`config.mk`:
```
export PLATFORM = sky130hd
export DESIGN_NAME = prm_router
export DESIGN_NICKNAME = d
export VERILOG_FILES = /design/src/rtl/prm_pkg.sv /design/src/rtl/prm_chan_route.sv /design/src/rtl/prm_router.sv
export SDC_FILE = /design/constraint.sdc
export NUM_CORES = 1
export LEC_CHECK = 0
export ABC_CLOCK_PERIOD_IN_PS = 2170
export BUFFER_PORTS_ARGS = -buffer_cell sky130_fd_sc_hd__buf_2
export CAP_MARGIN = 25
export CORE_ASPECT_RATIO = 2
export CORE_MARGIN = 3
export CORE_UTILIZATION = 35
export CTS_BUF_LIST = sky130_fd_sc_hd__clkbuf_16
export DETAILED_ROUTE_END_ITERATION = 8
export HOLD_SLACK_MARGIN = 0.03
export SLEW_MARGIN = 25
export SYNTH_ARGS = -nofsm -noshare
export SYNTH_HDL_FRONTEND = slang
export SYNTH_SLANG_ARGS = --single-unit
```
`constraint.sdc`:
```
create_clock -name clk_sys -period 2.17 [get_ports clk_sys]
set_clock_uncertainty 0.05 [all_clocks]
set_input_delay 0.434 -clock clk_sys [delete_from_list [all_inputs] [get_ports clk_sys]]
set_output_delay 0.434 -clock clk_sys [all_outputs]
set_load 0.005 [all_outputs]
```
`src/rtl/prm_pkg.sv`:
```
// Purpose: Constants, field layouts and carriers of the profile pin router
// Assumes: Four channels, four profile pins, three serial data lines
// Notes:   Register map below is the router's own
//
// Contract
// (RULE_01) Four-level: level 01, type set, ramp/sweep off
// (RULE_02) Four-level: unused two channels get type 00
// (RULE_03) Four-level: pins 0-1 and 2-3 index words
// (RULE_04) Pin config code picks the channel pair
// (RULE_05) Lowest numbered pin is index MSB
// (RULE_06) Eight-level: level 10, nonzero type, ramp/sweep off
// (RULE_07) Eight/sixteen-level: three unused channels type 00
// (RULE_08) Eight-level: pins 0-2 index, pin 3 ignored
// (RULE_09) Sixteen-level: all four pins index word
// (RULE_10) Ramp usage 01: pins 2,3 ramp, two-level only
// (RULE_11) Two-level ramp: pins 0,1 modulate, 2,3 ramp
// (RULE_12) Ramp usage 10: pin 3 ramp, eight-level only
// (RULE_13) Eight-level ramp: pins 0-2 index, pin 3 ramps
// (RULE_14) Ramp usage 11: serial lines ramp; levels 2/4/16
// (RULE_15) Serial lines as ramp: single-line serial only
// (RULE_16) Ramp pin low ramps up, high down
// (RULE_17) Word 0 dedicated register, others profile registers
// (RULE_18) Type 00 off, 01 amp, 10 freq, 11 phase
// (RULE_19) Frequency 32, phase 14, amplitude 10 bits
// (RULE_20) Type 00 channel ignores pins, keeps word 0

`default_nettype none

package prm_pkg;

  localparam int NUM_CHAN = 4;

  // Register offsets (byte addresses)
  localparam logic [7:0] OFS_GLOBAL_FUNC = 8'h00;
  localparam logic [7:0] OFS_CHAN_FUNC0  = 8'h04;
  localparam logic [7:0] OFS_STATUS      = 8'h14;

  // Global function register fields
  localparam int GF_ROUTE_LSB = 12;
  localparam int GF_RAMP_LSB  = 10;
  localparam int GF_LEVEL_LSB = 8;

  // Channel function register fields
  localparam int CF_MOD_LSB   = 22;
  localparam int CF_SWEEP_BIT = 14;

  // Status register fields
  localparam int ST_IDX_LSB    = 0;
  localparam int ST_DN_LSB     = 16;
  localparam int ST_EN_LSB     = 20;
  localparam int ST_ERR_BIT    = 24;
  localparam int ST_SINGLE_BIT = 25;

  // Modulation levels
  localparam logic [1:0] LVL_TWO     = 2'h0;
  localparam logic [1:0] LVL_FOUR    = 2'h1;
  localparam logic [1:0] LVL_EIGHT   = 2'h2;
  localparam logic [1:0] LVL_SIXTEEN = 2'h3;

  // Ramp pin usage
  localparam logic [1:0] RAMP_OFF    = 2'h0;
  localparam logic [1:0] RAMP_P23    = 2'h1;
  localparam logic [1:0] RAMP_P3     = 2'h2;
  localparam logic [1:0] RAMP_SERIAL = 2'h3;

  // Modulation types
  localparam logic [1:0] MOD_OFF   = 2'h0;
  localparam logic [1:0] MOD_AMP   = 2'h1;
  localparam logic [1:0] MOD_FREQ  = 2'h2;
  localparam logic [1:0] MOD_PHASE = 2'h3;

  // Word widths and word sources
  localparam int         FREQ_W        = 32;
  localparam int         PHASE_W       = 14;
  localparam int         AMP_W         = 10;
  localparam logic [3:0] WORD0_IDX     = 4'h0;
  localparam logic [7:0] PROFILE_FIRST = 8'h0A;
  localparam logic [7:0] PROFILE_LAST  = 8'h18;

  // Reset values
  localparam logic [2:0] RST_ROUTE = 3'h0;
  localparam logic [1:0] RST_RAMP  = 2'h0;
  localparam logic [1:0] RST_LEVEL = 2'h0;
  localparam logic [1:0] RST_MOD   = 2'h0;
  localparam logic       RST_SWEEP = 1'h0;

  typedef struct packed {
    logic [2:0] route;
    logic [1:0] ramp_use;
    logic [1:0] level;
  } glob_cfg_s;

  typedef struct packed {
    logic [1:0] mod_type;
    logic       sweep_en;
  } chan_cfg_s;

  typedef struct packed {
    logic [3:0] word_idx;
    logic [1:0] mod_type;
    logic       ramp_en;
    logic       ramp_down;
  } chan_out_s;

  // Pair codes: {valid, channel} of first and second member
  function automatic logic [2:0] pair_first(input logic [2:0] code);
    case (code)
      3'h0, 3'h1, 3'h2: pair_first = 3'h4;
      3'h3, 3'h4:       pair_first = 3'h5;
      3'h5:             pair_first = 3'h6;
      default:          pair_first = 3'h0;
    endcase
  endfunction

  function automatic logic [2:0] pair_second(input logic [2:0] code);
    case (code)
      3'h0:       pair_second = 3'h5;
      3'h1, 3'h3: pair_second = 3'h6;
      3'h2, 3'h4, 3'h5: pair_second = 3'h7;
      default:    pair_second = 3'h0;
    endcase
  endfunction

  // Level allowed under a ramp pin usage
  function automatic logic level_ok(input logic [1:0] ramp,
                                    input logic [1:0] lvl);
    case (ramp)
      RAMP_P23:    level_ok = (lvl == LVL_TWO);
      RAMP_P3:     level_ok = (lvl == LVL_EIGHT);
      RAMP_SERIAL: level_ok = (lvl != LVL_EIGHT);
      default:     level_ok = 1'b1;
    endcase
  endfunction

endpackage

`default_nettype wire

```
`src/rtl/prm_chan_route.sv`:
```
// Purpose: Word index and ramp request of one channel
// Assumes: Pins already synchronised, bit 0 is profile pin zero
// Notes:   Purely combinational; the top registers the result

`default_nettype none

module prm_chan_route #(
  parameter logic [1:0] CH = 2'h0
) (
  input  wire prm_pkg::glob_cfg_s glob,
  input  wire prm_pkg::chan_cfg_s ccfg,
  input  wire logic [3:0]         pins,
  input  wire logic               sd_dir,
  output prm_pkg::chan_out_s      route
);

  wire       first   = prm_pkg::pair_first(glob.route) == {1'b1, CH};
  wire       second  = prm_pkg::pair_second(glob.route) == {1'b1, CH};
  wire       sel_one = glob.route[1:0] == CH;
  wire       mode_ok = prm_pkg::level_ok(glob.ramp_use, glob.level);
  wire       active  = (ccfg.mod_type != prm_pkg::MOD_OFF) &&
                       !ccfg.sweep_en; // RULE_18

  wire [3:0] idx_two   = {3'h0, pins[CH]};
  wire [3:0] idx_four  = first  ? {2'h0, pins[0], pins[1]} : // RULE_03
                         second ? {2'h0, pins[2], pins[3]} : // RULE_04
                         prm_pkg::WORD0_IDX;
  wire [3:0] idx_eight = sel_one ? {1'h0, pins[0], pins[1], pins[2]} :
                         prm_pkg::WORD0_IDX; // RULE_08
  wire [3:0] idx_sixt  = sel_one ? {pins[0], pins[1], pins[2], pins[3]} :
                         prm_pkg::WORD0_IDX; // RULE_05 RULE_09
  wire [3:0] idx_level = (glob.level == prm_pkg::LVL_TWO)   ? idx_two  :
                         (glob.level == prm_pkg::LVL_FOUR)  ? idx_four :
                         (glob.level == prm_pkg::LVL_EIGHT) ? idx_eight :
                         idx_sixt;
  wire [3:0] idx_rp    = first  ? {3'h0, pins[0]} : // RULE_11
                         second ? {3'h0, pins[1]} :
                         prm_pkg::WORD0_IDX;

  // Profile pin ramp sources
  wire       rp_en  = ((glob.ramp_use == prm_pkg::RAMP_P23) &&
                       (first || second)) || // RULE_10
                      ((glob.ramp_use == prm_pkg::RAMP_P3) && sel_one);
  wire       rp_dn  = (glob.ramp_use == prm_pkg::RAMP_P23 && first) ?
                      pins[2] : pins[3]; // RULE_11 RULE_13 RULE_16

  wire [3:0] idx_raw = (glob.ramp_use == prm_pkg::RAMP_P23) ? idx_rp :
                       (glob.ramp_use == prm_pkg::RAMP_P3) ? idx_eight :
                       idx_level; // RULE_12 RULE_13
  wire       serial  = glob.ramp_use == prm_pkg::RAMP_SERIAL; // RULE_14
  wire       use_pin = active && mode_ok;

  // Disabled channels stay on the dedicated word 0 register
  assign route.word_idx  = use_pin ? idx_raw :
                           prm_pkg::WORD0_IDX; // RULE_17 RULE_20
  assign route.mod_type  = active ? ccfg.mod_type :
                           prm_pkg::MOD_OFF; // RULE_18 RULE_19
  assign route.ramp_en   = serial ? 1'b1 : (use_pin && rp_en); // RULE_20
  assign route.ramp_down = serial ? sd_dir :
                           (use_pin && rp_en && rp_dn); // RULE_16

endmodule

`default_nettype wire

```
`src/rtl/prm_router.sv`:
```
// Purpose: Routes profile pins and serial lines to four channels
// Assumes: Pins and serial lines are asynchronous to clk_sys
// Notes:   Outputs lag the pins by three clock edges

`default_nettype none

module prm_router (
  input  wire logic                   clk_sys,
  input  wire logic                   rstn,
  input  wire logic [7:0]             reg_addr,
  input  wire logic [31:0]            reg_wdata,
  input  wire logic                   reg_wr,
  input  wire logic                   reg_rd,
  output logic [31:0]                 reg_rdata_q,
  input  wire logic                   profile_pin_zero,
  input  wire logic                   profile_pin_one,
  input  wire logic                   profile_pin_two,
  input  wire logic                   profile_pin_three,
  input  wire logic                   serial_line_one,
  input  wire logic                   serial_line_two,
  input  wire logic                   serial_line_three,
  output prm_pkg::chan_out_s [3:0]    chan_q,
  output logic                        serial_single_line_q,
  output logic                        route_cfg_err_q
);

  // Input synchronisers
  logic [3:0] pin_meta_q;
  logic [3:0] pin_s_q;
  logic [2:0] sdio_meta_q;
  logic [2:0] sdio_s_q;

  wire  [3:0] pin_raw  = {profile_pin_three, profile_pin_two,
                          profile_pin_one, profile_pin_zero};
  wire  [2:0] sdio_raw = {serial_line_three, serial_line_two,
                          serial_line_one};

  always_ff @(posedge clk_sys or negedge rstn) begin
    if (!rstn) begin
      pin_meta_q  <= 4'h0;
      pin_s_q     <= 4'h0;
      sdio_meta_q <= 3'h0;
      sdio_s_q    <= 3'h0;
    end else begin
      pin_meta_q  <= pin_raw;
      pin_s_q     <= pin_meta_q;
      sdio_meta_q <= sdio_raw;
      sdio_s_q    <= sdio_meta_q;
    end
  end

  // Configuration registers
  prm_pkg::glob_cfg_s       glob_q;
  prm_pkg::chan_cfg_s [3:0] ccfg_q;

  wire [7:0] ch_off  = reg_addr - prm_pkg::OFS_CHAN_FUNC0;
  wire [1:0] ch_sel  = ch_off[3:2];
  wire       hit_glb = reg_addr == prm_pkg::OFS_GLOBAL_FUNC;
  wire       hit_chn = (ch_off[7:4] == 4'h0) && (ch_off[1:0] == 2'h0);
  wire       hit_st  = reg_addr == prm_pkg::OFS_STATUS;

  wire prm_pkg::glob_cfg_s glob_wr = '{
    route:    reg_wdata[prm_pkg::GF_ROUTE_LSB +: 3],
    ramp_use: reg_wdata[prm_pkg::GF_RAMP_LSB +: 2],
    level:    reg_wdata[prm_pkg::GF_LEVEL_LSB +: 2]
  };
  wire prm_pkg::chan_cfg_s ccfg_wr = '{
    mod_type: reg_wdata[prm_pkg::CF_MOD_LSB +: 2],
    sweep_en: reg_wdata[prm_pkg::CF_SWEEP_BIT]
  };

  always_ff @(posedge clk_sys or negedge rstn) begin
    if (!rstn) begin
      glob_q <= '{prm_pkg::RST_ROUTE, prm_pkg::RST_RAMP,
                  prm_pkg::RST_LEVEL};
    end else if (reg_wr && hit_glb) begin
      glob_q <= glob_wr;
    end
  end

  generate
    for (genvar c = 0; c < prm_pkg::NUM_CHAN; c++) begin : g_ccfg
      always_ff @(posedge clk_sys or negedge rstn) begin
        if (!rstn) begin
          ccfg_q[c] <= '{prm_pkg::RST_MOD, prm_pkg::RST_SWEEP};
        end else if (reg_wr && hit_chn && (ch_sel == 2'(c))) begin
          ccfg_q[c] <= ccfg_wr;
        end
      end
    end
  endgenerate

  // Serial line ramp direction, latched per addressed channel
  logic [3:0] sd_dir_q;
  wire        serial_ramp = glob_q.ramp_use == prm_pkg::RAMP_SERIAL;
  wire  [1:0] sd_chan     = {sdio_s_q[0], sdio_s_q[1]};

  generate
    for (genvar c = 0; c < prm_pkg::NUM_CHAN; c++) begin : g_sdir
      always_ff @(posedge clk_sys or negedge rstn) begin
        if (!rstn) begin
          sd_dir_q[c] <= 1'b0;
        end else if (serial_ramp && (sd_chan == 2'(c))) begin
          sd_dir_q[c] <= sdio_s_q[2]; // RULE_14 RULE_16
        end
      end
    end
  endgenerate

  // Per channel routing
  prm_pkg::chan_out_s [3:0] chan_d;

  generate
    for (genvar c = 0; c < prm_pkg::NUM_CHAN; c++) begin : g_chan
      prm_chan_route #(
        .CH (2'(c))
      ) u_route (
        .glob   (glob_q),
        .ccfg   (ccfg_q[c]),
        .pins   (pin_s_q),
        .sd_dir (sd_dir_q[c]),
        .route  (chan_d[c])
      );
    end
  endgenerate

  wire cfg_err_d = !prm_pkg::level_ok(glob_q.ramp_use, glob_q.level);

  always_ff @(posedge clk_sys or negedge rstn) begin
    if (!rstn) begin
      chan_q               <= '0;
      serial_single_line_q <= 1'b0;
      route_cfg_err_q      <= 1'b0;
    end else begin
      chan_q               <= chan_d;
      serial_single_line_q <= serial_ramp; // RULE_15
      route_cfg_err_q      <= cfg_err_d;
    end
  end

  // Read path
  logic [31:0] st_word;
  logic [31:0] glb_word;
  logic [31:0] chn_word;

  always_comb begin
    st_word  = 32'h0;
    glb_word = 32'h0;
    chn_word = 32'h0;
    for (int c = 0; c < prm_pkg::NUM_CHAN; c++) begin
      st_word[prm_pkg::ST_IDX_LSB + 4*c +: 4] = chan_q[c].word_idx;
      st_word[prm_pkg::ST_DN_LSB + c]         = chan_q[c].ramp_down;
      st_word[prm_pkg::ST_EN_LSB + c]         = chan_q[c].ramp_en;
    end
    st_word[prm_pkg::ST_ERR_BIT]           = route_cfg_err_q;
    st_word[prm_pkg::ST_SINGLE_BIT]        = serial_single_line_q;
    glb_word[prm_pkg::GF_ROUTE_LSB +: 3]   = glob_q.route;
    glb_word[prm_pkg::GF_RAMP_LSB +: 2]    = glob_q.ramp_use;
    glb_word[prm_pkg::GF_LEVEL_LSB +: 2]   = glob_q.level;
    chn_word[prm_pkg::CF_MOD_LSB +: 2]     = ccfg_q[ch_sel].mod_type;
    chn_word[prm_pkg::CF_SWEEP_BIT]        = ccfg_q[ch_sel].sweep_en;
  end

  wire [31:0] rd_mux = hit_glb ? glb_word :
                       hit_chn ? chn_word :
                       hit_st  ? st_word  : 32'h0;

  always_ff @(posedge clk_sys or negedge rstn) begin
    if (!rstn) begin
      reg_rdata_q <= 32'h0;
    end else begin
      reg_rdata_q <= reg_rd ? rd_mux : 32'h0;
    end
  end

  wire plain_mode = glob_q.ramp_use == prm_pkg::RAMP_OFF;
endmodule

`default_nettype wire

```
# Word-level counts from Yosys, hierarchy flattened
# Cells that the tools add are included.
dict set report op_classes {
  n_addsub 1
  multipliers 0
  div 0
  magnitude_cmp 1
  n_eq_ne 29
  shifts 0
  n_mux 73
  bitwise 0
  reduce_logical 68
}
# op count
set op_table {}
lappend op_table {{two-way mux 4 bit} 36}
lappend op_table {{two-way mux 26 bit} 4}
lappend op_table {{logical AND 1 bit} 39}
lappend op_table {{== test 3 bit (second input constant)} 10}
lappend op_table {{== test 2 bit (second input constant)} 9}
lappend op_table {{one-hot mux 3 bit (3 select lines)} 2}
lappend op_table {{two-way mux 1 bit} 16}
lappend op_table {{two-way mux 2 bit} 8}
lappend op_table {{two-way mux 3 bit} 5}
lappend op_table {{== test 2 x 1 -> 1 bit (second input constant)} 5}
lappend op_table {{logical NOT 2 bit} 5}
lappend op_table {{== test 8 x 5 -> 1 bit (second input constant)} 1}
lappend op_table {{logical NOT 8 bit} 1}
lappend op_table {{logical OR 1 bit} 8}
lappend op_table {{nonzero test 2 bit} 4}
lappend op_table {{subtractor 8 x 3 -> 8 bit (second input constant)} 1}
lappend op_table {{binary-select mux 3 bit (select 2 bit)} 1}
lappend op_table {{== test 3 x 2 -> 1 bit (second input constant)} 2}
lappend op_table {{OR reduction 3 bit} 2}
lappend op_table {{logical NOT 1 bit} 5}
lappend op_table {{logical NOT 4 bit} 1}
lappend op_table {{OR reduction 2 bit} 2}
lappend op_table {{== test 3 x 1 -> 1 bit (second input constant)} 1}
lappend op_table {{logical NOT 3 bit} 1}
lappend op_table {{other kinds (3)} 3}
dict set report totals {
  register_bits 97
  latch_bits 0
  ram_bits 0
  romBits 0
  input_bits 51
  output_inout_bits 66
  wordCells 210
  n_memories 0
}

# Longest topological paths before layout
dict set report depth {
  ltp_word 11
  mapped_depth 7
  depth_no_buf 6
}

# Cells and area by module
# A second synthesis with hierarchy kept.
dict set report hier_totals {
  cells_unflattened 441
  area_unflattened_um2 4859.7
}
# module n_inst cells_per_inst area_each_um2
set by_module_without_submodules {}
lappend by_module_without_submodules {prm_router 1 214 3385.7}
lappend by_module_without_submodules {{prm_chan_route (g_chan[1].u_route)} 1 71 470.5}
lappend by_module_without_submodules {{prm_chan_route (g_chan[2].u_route)} 1 57 377.9}
lappend by_module_without_submodules {{prm_chan_route (g_chan[0].u_route)} 1 50 321.6}
lappend by_module_without_submodules {{prm_chan_route (g_chan[3].u_route)} 1 49 304.0}

# Least setup slack after synthesis
# OpenSTA, ideal clock, no wires.
dict set report synth_timing {
  kind {input to register}
  start {input reg_addr[2]}
  end {register ccfg_q[0] (netlist bit)}
  arrival_ns 1.810
  t_required_ns 1.992
  slack_ns 0.182
  stages 6
  path_buffers 0
  path_cell_list {inv_1 ha_1 or2_4 o211ai_2 nand4_2 mux2_1}
}
dict set report synth_via {
  elab_chain_len 5
  word_cells_on_any_way 6
}
# element line
set synth_rtl {}
lappend synth_rtl {{start, declared} prm_router.sv:10} ;# input wire logic [7:0] reg_addr,
lappend synth_rtl {{subtractor 8 x 3 -> 8 bit (*)} prm_router.sv:56} ;# wire [7:0] ch_off = reg_addr - prm_pkg::OFS_CHAN_FUNC0;
lappend synth_rtl {{logical NOT 4 bit} prm_router.sv:59} ;# wire hit_chn = (ch_off[7:4] == 4'h0) && (ch_off[1:0] == 2'h0);
lappend synth_rtl {{logical AND 1 bit} prm_router.sv:59}
lappend synth_rtl {{logical AND 1 bit} prm_router.sv:86} ;# end else if (reg_wr && hit_chn && (ch_sel == 2'(c))) begin
lappend synth_rtl {{logical AND 1 bit (*)} prm_router.sv:86}
lappend synth_rtl {{end signal, assigned by index} prm_router.sv:85} ;# ccfg_q[c] <= '{prm_pkg::RST_MOD, prm_pkg::RST_SWEEP};
lappend synth_rtl {{end signal, assigned by index} prm_router.sv:87} ;# ccfg_q[c] <= ccfg_wr;
lappend synth_rtl {{end, declared} prm_router.sv:54} ;# prm_pkg::chan_cfg_s [3:0] ccfg_q;
# Mark *: on every way between the ends. The rest lies on a longest branch, timed or not.
# A chain may end at the register's enable or synchronous reset.

==> metrics <==
Max Root-Sink Buffers=2; Peak VDD IR=431 uV; Setup TNS Final=0 ps; ys async rst share=1.00; clk slew on worst S/H paths=about 70 ps; gpl congestion=0.942; fin. max-slew vios=0; # H-tree levels=3; GR Overflow Total=0; worst path required time=2400 ps; leading cell types in the layout, fill and taps excluded=97 x dfrtp_1, 86 x buf_2, 36 x buf_4; IO Pins=117; Fillers=1,158; Primary FF master, synth=dfrtp_1; final hold vios=0; met1 wire length=3.95 mm; EDFF count, synth=0; Avg Inst Size Synth=11.5 sq um; status=finished, final reports clean; first-pass GRT wire length=approximately 19 mm; placed cell count=639; chip height=166 microns; post-synthesis cell type count=71; drt initial violations=130; setup bufs post-CTS=0; fmax=522 MHz; Worst Hold Class=in -> reg; Post-Layout Cell Count=656; drt total wl=12.2 mm; Remaining DRCs=0; routed wl met2=between 7 and 8 mm; Num CTS Buffers=9; Via Count=3,450; top routing layer in use=met4; RSZ-0062 raised after global routing=false; crit path DAT=2150 ps; clk root buf=clkbuf_16; Die ar.=approximately 0.014 sq mm; vias in the first global route=3,618; HPWL Detailed=between 9 and 10 mm; clock net sink count=97; number of diodes=0; Syn-to-layout area delta=24.1%; die width=86.1 microns; Syn Inst Count=389; fin crit share=0.882; DRT Pass-1 Iters=4; DRT antenna net count=0; Ys Warns=0; Place WS=20.0 ps; Worst-Skew Late Latency=340 ps; crit path max fanout=11; Rows=57; initial core utilization=0.364; synth top area cells=dfrtp_1 54%, mux2_1 3.3%, and2_1 2.9%; # resized after CTS=0; fin nets=561; largest net degree at the start of global routing=53; drt wl/cell=between 15 and 20 microns; post-synth top area cell=dfrtp_1; CTS tree=built; Pleak=2.86 nW; most common cell after layout, fill and taps aside=dfrtp_1; IO buf count=87; total of max-cap violations=0; Tot GR Track Use=0.178; Final WS setup=256 ps; CP startpoint kind=flop; Final min period=1910 ps; Mapped Area=about 0.0045 sq mm; initial antenna violation count=0; Core Box Area=0.0123 sq mm; layout cells sized above 1=0.340; CP Class=reg -> reg; met3 WL post-DR=599 microns; FF+latch count, synth=97; total power=3.84 mW; CP Capture Type=flop; P per Cell Area=slightly below 700 mW/mm^2; Yosys top cell area share=0.541; routed vias/inst=5.26; Final setup violation count=0; post-synthesis sequential area ratio=0.541
==> area by class of cell <==
| cell class | count | area, sq um | area share |
|---|---|---|---|
| multi-input combinational | 261 | 1910 | 0.342 |
| timing repair buffer | 124 | 731 | 0.131 |
| sequential | 97 | 2430 | 0.436 |
| clock inverter | 7 | 56.3 | 0.0101 |
| tap | 147 | 184 | 0.0330 |
| inverter | 11 | 41.3 | 0.00741 |
| clock buffer | 9 | 225 | 0.0404 |
==> worst max-delay path, cell delays in order, from the launching register on <==
cell,delay [ps]
dfrtp_1,500
buf_4,230
a21oi_1,200
buf_4,170
a311o_1,160
nand3_1,70
a211oi_1,310
buf_4,160
==> Yosys cell counts, types with 3 or more instances <==
library cell  number
nand2_1           23
and3_1             6
a21oi_1            9
nor2b_1           20
a32o_1             3
a211oi_1           5
nand3b_1           3
ha_1               6
nand4_2            3
mux2_2             3
buf_2              9
mux2_4             7
nor2_1            18
and2_1            21
clkbuf_1           9
inv_2              3
nand2b_1           7
nand3_1           11
nand4_1            3
mux2_1            13
mux2i_1            4
o21ai_0           12
a22oi_1            7
buf_4              7
mux4_2             3
inv_1              8
dfrtp_1           97
a31oi_1            6
nor3_1            10
o31ai_1            4
==> kinds of logic (layout without fill, tap and decap cells) <==
logic type,after synthesis,in the layout,synth area share
AOI/OAI and AO/OA,70,70,0.116
xor gates and xnor gates,1,1,0.00195
adders and majority gates,6,6,0.0167
buffers and inverters,36,151,0.0385
DFF,97,97,0.541
muxes,30,30,0.0876
other,1,6,0.000836
and+or+nand+nor,148,148,0.197
==> registers in the layout (all words and copies together) (netlist names) <==
signal / cells
ccfg_q: 12
reg_rdata_q: 26
sdio_s_q: 3
chan_q: 32
glb_word: 7
route_cfg_err_q: 1
pin_s_q: 4
serial_single_line_q: 1
sdio_meta_q: 3
sd_dir_q: 4
pin_meta_q: 4
==> power breakdown <==
part	total (mW)	internal, mW	switching (mW)
logic	0.427	0.183	0.244
clock network	1.49	0.789	0.703
registers	1.92	1.86	0.0579
total	3.84	2.83	1.01
==> metrics by stage <==
step | hold WS (ps) | utilization | area, sq um
2_1_floorplan | 88.4 | - | 4510
3_3_place_gp | 273 | 0.428 | 5280
3_5_place_dp | 283 | 0.428 | 5280
4_1_cts | 134 | 0.451 | 5570
5_1_grt | 134 | 0.451 | 5570
6_report | 148 | 0.451 | 5570
==> timing repair <==
action	4_1_cts	5_1_grt
hold buffers	1	0
endpoints found under the setup margin	0	0
hold endpoints to repair	18	0
==> worst paths after layout <==
path	from	end	slack (ps)	depth (start not counted)
worst max register to register	glb_word[12]$_DFFE_PN0P_	chan_q[4]$_DFF_PN0_	260	7
worst min register to register	pin_meta_q[2]$_DFF_PN0_	pin_s_q[2]$_DFF_PN0_	300	0
worst max-delay path	glb_word[12]$_DFFE_PN0P_	chan_q[4]$_DFF_PN0_	260	7
worst min-delay path	serial_line_two	sdio_meta_q[1]$_DFF_PN0_	150	1
min in group asynchronous	rstn	chan_q[11]$_DFF_PN0_	460	2
max in group asynchronous	rstn	sdio_meta_q[2]$_DFF_PN0_	980	3
==> metal layers <==
metal,track usage,vias up
met5,0,-
met4,0.121,0
met3,0.0278,35
met2,0.326,135
met1,0.177,1672
li1,-,1608
(Power assumes the default switching activity.)
